==> src/shared/rcip_regs.svh <==
// Timing counts and reset values for the reset, clock and interrupt pin logic.
`ifndef RCIP_REGS_SVH
`define RCIP_REGS_SVH
`define RCIP_ECLK_DIV      4
`define RCIP_SENSE_ECLKS   2
`define RCIP_DRIVE_ECLKS   4
`define RCIP_CNT_W         8
`define RCIP_PIN_IDLE      3'h7
`define RCIP_IRQ_MODE_RST  1'h0
`define RCIP_NMI_MASK_RST  1'h1
`endif

==> src/shared/rcip_pkg.sv <==
// Types shared by the reset, clock and interrupt pin logic.
package rcip_pkg;
  typedef enum logic [3:0] {
    RCIP_ST_IDLE  = 4'h1,
    RCIP_ST_EXT   = 4'h2,
    RCIP_ST_DRIVE = 4'h4,
    RCIP_ST_SENSE = 4'h8
  } rcip_rst_state_t;
endpackage

==> src/core/rcip_pin_logic.sv <==
// Reset pin, bus clock and interrupt pin logic of a small microcontroller.
`timescale 1ns/100ps
`include "rcip_regs.svh"

// Contract
// - A low driven onto the reset pin puts the controller into reset.
// - Watchdog or clock monitor failure pulls the reset pin low, open drain.
// - Pin high within two bus clocks after reset means internal, else external.
// - Bus clock is the oscillator clock divided by four.
// - Bus clock low phase is processing, high phase is data access.
// - Stop mode halts every generated clock, including the bus clock pin.
// - In single-chip modes the bus clock pin may be disabled; one variant cannot.
// - Software selects falling edge or low level for the maskable interrupt.
// - Every reset returns the maskable interrupt to low-level triggering.
// - Maskable interrupt requests may arrive asynchronously to the clock.
// - Reset sets the nonmaskable mask; once cleared, software cannot set it again.
// - The nonmaskable interrupt is recognised by its low level.
module rcip_pin_logic
  import rcip_pkg::*;
#(
  parameter bit ECLK_ALWAYS_ON = 1'b0
) (
  input  wire logic clk,
  input  wire logic rst,
  input  wire logic reset_pin_in,
  output logic      reset_pin_out,
  output logic      reset_pin_oe,
  input  wire logic watchdog_fail,
  input  wire logic clkmon_fail,
  output logic      system_reset,
  output logic      reset_internal,
  output logic      reset_done,
  input  wire logic stop_mode,
  input  wire logic single_chip_mode,
  input  wire logic eclk_disable,
  output logic      bus_clk_out,
  output logic      bus_clk_oe,
  output logic      cpu_access_phase,
  input  wire logic irq_pin_in,
  input  wire logic irq_mode_we,
  input  wire logic irq_mode_edge,
  input  wire logic irq_ack,
  output logic      irq_edge_mode,
  output logic      irq_request,
  input  wire logic nonmaskable_int_request,
  input  wire logic nmi_unmask,
  output logic      nmi_masked,
  output logic      nmi_request
);
  localparam int CW = `RCIP_CNT_W;
  // Sense and drive windows are held in bus clocks and converted to clk cycles.
  localparam logic [CW-1:0] SENSE_CLKS = CW'(`RCIP_SENSE_ECLKS * `RCIP_ECLK_DIV);
  localparam logic [CW-1:0] DRIVE_CLKS = CW'(`RCIP_DRIVE_ECLKS * `RCIP_ECLK_DIV);

  logic [2:0]      pins_s;
  logic            rst_pin_s;
  logic            irq_s;
  logic            nmi_s;
  logic            irq_s_d_r;
  logic            irq_fall;
  rcip_rst_state_t state_r;
  rcip_rst_state_t state_nxt;
  logic [CW-1:0]   cnt_r;
  logic [CW-1:0]   cnt_nxt;
  logic            fail;
  logic            sys_rst_r;
  logic            internal_r;
  logic            internal_nxt;
  logic            done_r;
  logic            done_nxt;
  logic [1:0]      phase_r;
  logic            eclk_en;
  logic            irq_mode_r;
  logic            irq_latch_r;
  logic            nmi_mask_r;
  logic            any_reset;

  rcip_sync #(
    .WIDTH   (3),
    .RST_VAL (`RCIP_PIN_IDLE)
  ) u_sync (
    .clk  (clk),
    .rst  (rst),
    .din  ({reset_pin_in, irq_pin_in, nonmaskable_int_request}),
    .dout (pins_s)
  );

  // Decoded synchronised levels and the failure request.
  assign rst_pin_s = pins_s[2];
  assign irq_s     = pins_s[1];
  assign nmi_s     = pins_s[0];
  assign fail      = watchdog_fail | clkmon_fail;
  assign any_reset = rst | sys_rst_r;

  // Reset sequencer: external hold, internal drive, then release sensing.
  always_comb begin
    state_nxt    = state_r;
    cnt_nxt      = cnt_r;
    internal_nxt = internal_r;
    done_nxt     = 1'b0;
    case (state_r)
      RCIP_ST_IDLE: begin
        cnt_nxt = '0;
        if (fail) begin
          state_nxt = RCIP_ST_DRIVE;
        end else if (!rst_pin_s) begin
          state_nxt = RCIP_ST_EXT;
        end
      end
      RCIP_ST_EXT: begin
        if (rst_pin_s) begin
          state_nxt    = RCIP_ST_IDLE;
          internal_nxt = 1'b0;
          done_nxt     = 1'b1;
        end
      end
      RCIP_ST_DRIVE: begin
        if (cnt_r == DRIVE_CLKS - CW'(1)) begin
          state_nxt = RCIP_ST_SENSE;
          cnt_nxt   = '0;
        end else begin
          cnt_nxt = cnt_r + CW'(1);
        end
      end
      RCIP_ST_SENSE: begin
        if (rst_pin_s) begin
          state_nxt    = RCIP_ST_IDLE;
          internal_nxt = 1'b1;
          done_nxt     = 1'b1;
        end else if (cnt_r == SENSE_CLKS - CW'(1)) begin
          state_nxt = RCIP_ST_EXT;
        end else begin
          cnt_nxt = cnt_r + CW'(1);
        end
      end
      default: begin
        state_nxt = RCIP_ST_IDLE;
        cnt_nxt   = '0;
      end
    endcase
  end

  // Sequencer registers.
  always_ff @(posedge clk) begin
    if (rst) begin
      state_r    <= RCIP_ST_IDLE;
      cnt_r      <= '0;
      internal_r <= 1'b0;
      done_r     <= 1'b0;
      sys_rst_r  <= 1'b0;
    end else begin
      state_r    <= state_nxt;
      cnt_r      <= cnt_nxt;
      internal_r <= internal_nxt;
      done_r     <= done_nxt;
      sys_rst_r  <= (state_nxt != RCIP_ST_IDLE);
    end
  end

  // The pin is only ever pulled low, so an external pull-up sets its high level.
  assign reset_pin_out  = 1'b0;
  assign reset_pin_oe   = state_r[2];
  assign system_reset   = sys_rst_r;
  assign reset_internal = internal_r;
  assign reset_done     = done_r;

  always_ff @(posedge clk) begin
    if (rst) begin
      phase_r <= 2'h0;
    end else if (!stop_mode) begin
      phase_r <= phase_r + 2'h1;
    end
  end

  // Optional pin disable.
  // The pin is left floating, not low, when disabled, which removes all edges.
  assign bus_clk_out      = phase_r[1];
  assign cpu_access_phase = phase_r[1];
  assign eclk_en          = ECLK_ALWAYS_ON | ~(single_chip_mode & eclk_disable);
  assign bus_clk_oe       = eclk_en;

  // Falling edge detect on the second synchroniser stage only.
  assign irq_fall = irq_s_d_r & ~irq_s;

  always_ff @(posedge clk) begin
    if (any_reset) begin
      irq_mode_r <= `RCIP_IRQ_MODE_RST;
    end else if (irq_mode_we) begin
      irq_mode_r <= irq_mode_edge;
    end
  end

  always_ff @(posedge clk) begin
    if (any_reset) begin
      irq_s_d_r   <= 1'b1;
      irq_latch_r <= 1'b0;
    end else begin
      irq_s_d_r   <= irq_s;
      irq_latch_r <= (irq_mode_r & irq_fall) | (irq_latch_r & ~irq_ack);
    end
  end

  // Level mode follows line.
  // A held-low line simply keeps requesting, so no acknowledge is needed in level mode.
  assign irq_request   = irq_mode_r ? irq_latch_r : ~irq_s;
  assign irq_edge_mode = irq_mode_r;

  always_ff @(posedge clk) begin
    if (any_reset) begin
      nmi_mask_r <= `RCIP_NMI_MASK_RST;
    end else if (nmi_unmask) begin
      nmi_mask_r <= 1'b0;
    end
  end

  assign nmi_request = ~nmi_s & ~nmi_mask_r;
  assign nmi_masked  = nmi_mask_r;

  // Checks on the behaviour above.
  property p_ext_reset;
    @(posedge clk) disable iff (rst)
      (state_r == RCIP_ST_IDLE && !fail && !rst_pin_s) |=>
        system_reset ##1 (system_reset || reset_done);
  endproperty
  a_ext_reset: assert property (p_ext_reset) else $error("external reset not taken");

  property p_fail_drive;
    @(posedge clk) disable iff (rst)
      (state_r == RCIP_ST_IDLE && fail) |=> reset_pin_oe[*8];
  endproperty
  a_fail_drive: assert property (p_fail_drive) else $error("reset pin not driven on failure");

  property p_internal_class;
    @(posedge clk) disable iff (rst)
      (state_r == RCIP_ST_SENSE && rst_pin_s) |=> (reset_internal && reset_done);
  endproperty
  a_internal_class: assert property (p_internal_class) else $error("bad internal class");

  property p_external_class;
    @(posedge clk) disable iff (rst)
      (state_r == RCIP_ST_EXT && rst_pin_s) |=> (!reset_internal && reset_done);
  endproperty
  a_external_class: assert property (p_external_class) else $error("bad external class");

  property p_eclk_div;
    @(posedge clk) disable iff (rst)
      ($rose(bus_clk_out) && !stop_mode) ##1 (!stop_mode)[*3] |=> $rose(bus_clk_out);
  endproperty
  a_eclk_div: assert property (p_eclk_div) else $error("bus clock period not four");

  property p_stop_halt;
    @(posedge clk) disable iff (rst)
      stop_mode |=> $stable(bus_clk_out) && $stable(phase_r);
  endproperty
  a_stop_halt: assert property (p_stop_halt) else $error("clock ran in stop mode");

  property p_eclk_disable;
    @(posedge clk) disable iff (rst)
      (single_chip_mode && eclk_disable) |-> (bus_clk_oe == ECLK_ALWAYS_ON);
  endproperty
  a_eclk_disable: assert property (p_eclk_disable) else $error("bus clock pin not disabled");

  property p_irq_edge;
    @(posedge clk) disable iff (rst)
      (irq_edge_mode && irq_fall && !sys_rst_r && !irq_mode_we) |=> irq_request;
  endproperty
  a_irq_edge: assert property (p_irq_edge) else $error("edge request lost");

  property p_irq_reset_level;
    @(posedge clk) disable iff (rst)
      system_reset |=> !irq_edge_mode && nmi_masked;
  endproperty
  a_irq_reset_level: assert property (p_irq_reset_level) else $error("reset left edge mode");

  property p_nmi_sticky;
    @(posedge clk) disable iff (rst)
      (!nmi_masked && !sys_rst_r) |=> !nmi_masked;
  endproperty
  a_nmi_sticky: assert property (p_nmi_sticky) else $error("mask set again by software");

  property p_nmi_level;
    @(posedge clk) disable iff (rst)
      (!nonmaskable_int_request ##2 !nmi_masked) |-> nmi_request;
  endproperty
  a_nmi_level: assert property (p_nmi_level) else $error("low level not recognised");

  property p_sync_delay;
    @(posedge clk) disable iff (rst)
      $fell(nonmaskable_int_request) ##1 !nonmaskable_int_request |=> !nmi_s;
  endproperty
  a_sync_delay: assert property (p_sync_delay) else $error("synchroniser depth wrong");

  c_internal: cover property (@(posedge clk) disable iff (rst) reset_done && reset_internal);
  c_external: cover property (@(posedge clk) disable iff (rst) reset_done && !reset_internal);
  c_irq_edge: cover property (@(posedge clk) disable iff (rst) irq_edge_mode && irq_request);
  c_nmi:      cover property (@(posedge clk) disable iff (rst) nmi_request);
endmodule // rcip_pin_logic

==> src/core/rcip_sync.sv <==
// Two-stage synchroniser for a group of pin levels.
`timescale 1ns/100ps
module rcip_sync #(
  parameter int       WIDTH   = 3,
  parameter bit [2:0] RST_VAL = 3'h7
) (
  input  wire logic             clk,
  input  wire logic             rst,
  input  wire logic [WIDTH-1:0] din,
  output logic      [WIDTH-1:0] dout
);
  logic [WIDTH-1:0] meta_r;

  // The first stage feeds only the second; pins idle high so reset loads ones.
  always_ff @(posedge clk) begin
    if (rst) begin
      meta_r <= RST_VAL[WIDTH-1:0];
      dout   <= RST_VAL[WIDTH-1:0];
    end else begin
      meta_r <= din;
      dout   <= meta_r;
    end
  end
endmodule // rcip_sync

==> config.mk <==
export PLATFORM = sky130hd
export DESIGN_NAME = rcip_pin_logic
export DESIGN_NICKNAME = d
export VERILOG_FILES = /design/src/shared/rcip_pkg.sv /design/src/core/rcip_pin_logic.sv /design/src/core/rcip_sync.sv
export VERILOG_INCLUDE_DIRS = /design/src /design/src/shared
export SDC_FILE = /design/constraint.sdc
export NUM_CORES = 1
export LEC_CHECK = 0
export BUFFER_PORTS_ARGS = -buffer_cell sky130_fd_sc_hd__buf_2
export CAP_MARGIN = 20
export CELL_PAD_IN_SITES_DETAIL_PLACEMENT = 0
export CELL_PAD_IN_SITES_GLOBAL_PLACEMENT = 1
export CORE_MARGIN = 4
export CORE_UTILIZATION = 45
export CTS_BUF_LIST = sky130_fd_sc_hd__clkbuf_8
export DETAILED_ROUTE_END_ITERATION = 16
export PLACE_DENSITY = 0.95
export SLEW_MARGIN = 30
export SYNTH_ARGS = -nofsm -noshare
export SYNTH_HDL_FRONTEND = slang
export SYNTH_SLANG_ARGS = --single-unit
==> constraint.sdc <==
create_clock -name clk -period 4.2 [get_ports clk]
set_clock_uncertainty 0.15 [all_clocks]
set_input_delay 0 -clock clk [delete_from_list [all_inputs] [get_ports clk]]
set_output_delay 0 -clock clk [all_outputs]
set_load 0.02 [all_outputs]
==> results.md <==
* Distinct cell type count after synthesis at 45
* Num ports at 26
* Detailed placement HPWL at 2010 µm
* Number of synthesized register bits at 27
* Yosys warning total at 0
* Post-route design area at 0.00163 mm²
* Crit path time final at 2.28 ns
* Worst Setup End Kind: flip-flop
* M1 GR Usage at 0.204
* Grt ovf at 0
* Diodes inserted at 0
* Power Dens Cells at 328 mW/mm²
* Commonest cells post-synth: 27 x dfxtp_1, 10 x inv_1, 10 x o21ai_0
* Sw power at 0.000151 W
* Worst setup slack after layout at 1.92 ns
* First-pass GRT wire length at 4870 µm
* Worst Hold Path EP: state_r[2]$_SDFF_PP0_
* Arrival time worst endpoint at 2.33 ns
* Seq pwr share at 0.539
* Main combinational cell family by area after synthesis: simple AND/OR/NAND/NOR gates
* Clock Tree Buf Depth at 2
* Die height at 62.0 µm
* Die area at 0.00384 mm²
* Min-Delay Path Class: in2reg
* WP buf/inv at 0
* CTS root buf: clkbuf_8
* GR Util met2 at 0.302
* Vias in the first global route at 1,091
* Slowest cell delay on critical path at 0.57 ns
* Synth Area in Simple Gates at 0.238
* Compound-Gate Fraction of Synth Area at 0.207
* CTS tree: yes
* Clock power share at 0.283
* Share of cells above drive strength 1 at 0.230
* Multiplexer area fraction after synthesis at 0.0458
* Max Clock Freq at 439 MHz
* Pin count of the biggest net entering global routing at 17
* Post-DP Area at 0.00143 mm²
* Final setup fails at 0
* Chip width at 62.0 µm
* Final hold slack at 0.0855 ns
* Final ANT Viol Nets at 0
* Max-cap violations at 0
* Final TNS setup at 0 ns
* Cells after Synth at 153
* Total number of vias at 1,228
* Met3 usage at 0.0434
* Comb pwr share at 0.178
* Initial core utilization at 0.475
* Synth top area share at 0.413
* Area grow syn2layout at 24.1%
* Initial antenna violation count at 0
* Async SR Flop Fraction at 0
* Post-CTS sizing at 0
* Placer Congestion at 0.850
* Total GRT Usage at 0.170
* Worst VDD drop at 0.362 mV
* Req. time, crit path at 4.25 ns
* Seq/Total Area, Yosys at 0.413
* Leakage Power at 0.635 nW
* Hold_sp: watchdog_fail
* Top FF cell, synth: dfxtp_1
* Reg-to-reg endpoint: state_r[1]$_SDFF_PP0_
* Most numerous cell in the Yosys netlist: dfxtp_1
* Top delay family on crit path: simple AND/OR/NAND/NOR gates
* Tot Pwr at 0.000534 W
* Slew headroom at 0.504
* Outcome: completed
* Period utilisation layout at 0.542
* FF-to-FF path depth at 4
* Clock Sink Count at 27
* # H-tree levels at 1
* Cell Rows at 19
* Post-synth top area cell: dfxtp_1
* Sw frac at 0.283
* Drt drc at 0
* Drt pass-1 iters at 4
* Post-Synth Adder-Cell Area at 0.00955
* Clock transition at path regs at 0.09 ns
* Core area at 0.00276 mm²
* Cell Area, Synth at 0.00131 mm²
* FF-to-FF setup slack at 1.92 ns
* CP Launch Type: flip-flop
* Final wirelength at 3040 µm
* CTS Buf Count at 3
* Post-synth EDFFs at 0
* P_int at 0.000383 W
* RSZ-0062 raised after global routing: false
* Initial drt markers at 68
* Syn avg cell area at 8.56 µm²
* Syn Nets at 168
* Nets@finish at 203
* Synth Area in XOR/XNOR at 0.0201
* Routed len/inst at 14.0 µm
* Insertion delay to the later sink of the worst-skew pair at 0.27 ns
* Critical Path Slowest Stage Cell: or4_4
* Worst-Margin Slew at 0.742 ns
* Final count of hold timing violations at 0
* Post-placement worst setup slack at 1.79 ns
* Worst r2r src: cnt_r[4]$_SDFFE_PP0P_
* WS Path Type: reg2reg
* Vias per cell at 5.63
* Cells along the critical path: or4_4, or3_1, or4_1, a211oi_2
* GRT Max-Usage Layer: met2
* Max-slew violations at 0
* Port bufs at 24
* CP max FO at 6
* Synth area leaders: dfxtp_1 41%, mux2i_1 4.6%, o211ai_1 4.0%
* Hold depth at 5
[power by group through the flow]
stage | clock (W) | sequential [W] | combinational, W
finish | 0.000151 | 0.000288 | 0.0000950
global placement | 0 | 0.000293 | 0.0000778
detailed placement | 0 | 0.000293 | 0.0000805
CTS | 0.000153 | 0.000287 | 0.0000936
floorplan | 0 | 0.000292 | 0.0000581
global route | 0.000166 | 0.000291 | 0.000104
[layout make-up]
class / instances / area, µm²
fillers: 227 / 1130
clock buffers: 3 / 41.3
repair buffers: 39 / 270
inverters: 11 / 41.3
well taps: 31 / 38.8
multi-input cells: 106 / 686
clock inverters: 1 / 7.51
flip-flops and latches: 27 / 541
[per-stage QoR]
stage | utilization | cells
floorplan | - | 153
global placement | 0.517 | 199
detailed placement | 0.517 | 199
CTS | 0.589 | 218
global route | 0.589 | 218
finish | 0.589 | 218
[flip-flops by register name, summed over array words and instances, names as in the netlist]
register	count
irq_edge_mode	1
irq_s_d_r	1
irq_latch_r	1
u_sync.dout	3
u_sync.meta_r	3
system_reset	1
cnt_r	8
reset_internal	1
reset_done	1
nmi_masked	1
phase_r	2
state_r	4
[how the worst max path moves through the flow]
stage	cells past startpoint	slack, ns	startpoint	end
global route	4	1.83	cnt_r[4]$_SDFFE_PP0P_	state_r[1]$_SDFF_PP0_
detailed placement	4	1.79	cnt_r[4]$_SDFFE_PP0P_	cnt_r[7]$_SDFFE_PP0P_
finish	4	1.92	cnt_r[4]$_SDFFE_PP0P_	state_r[1]$_SDFF_PP0_
floorplan	6	1.95	state_r[2]$_SDFF_PP0_	cnt_r[0]$_SDFFE_PP0P_
CTS	4	1.76	cnt_r[4]$_SDFFE_PP0P_	cnt_r[7]$_SDFFE_PP0P_
global placement	4	1.91	cnt_r[4]$_SDFFE_PP0P_	cnt_r[5]$_SDFFE_PP0P_
[tightest hold or removal path: cells and delay by family]
kind	cells	cell delay (ns)
and+or+nand+nor	3	0.29
AOI/OAI and AO/OA	1	0.10
buffers and inverters	1	0.08
[cells in the final DEF, fill, tap and decap left out, types with 2 or more instances in the layout]
| master | instances |
|---|---|
| a21o_1 | 2 |
| a21oi_1 | 8 |
| a31oi_1 | 2 |
| and3_1 | 2 |
| buf_2 | 24 |
| clkbuf_8 | 3 |
| dfxtp_1 | 27 |
| dlygate4sd3_1 | 15 |
| inv_1 | 10 |
| mux2i_1 | 6 |
| nand2_1 | 6 |
| nand3_1 | 7 |
| nand4_1 | 2 |
| nor2_1 | 8 |
| nor2b_1 | 2 |
| nor3_1 | 9 |
| o211ai_1 | 7 |
| o21ai_0 | 10 |
| or2_2 | 8 |
| xnor2_1 | 2 |
[per-layer routing]
layer,vias up,part of all wire
met2,40,0.50
met5,-,0
li1,616,-
met1,566,0.43
met3,6,0.061
met4,0,0.0069
[timing repair]
action,CTS,global route
buffers inserted,0,0
hold endpoints to repair,14,0
hold buffers,15,0
[cells by family after synthesis]
family / after synthesis
muxes: 6
DFF: 27
xor gates and xnor gates: 3
adders and majority gates: 1
and+or+nand+nor: 55
AOI/OAI and AO/OA: 40
buffers and inverters: 20
other: 1
Power figures use the tool's default switching activity.
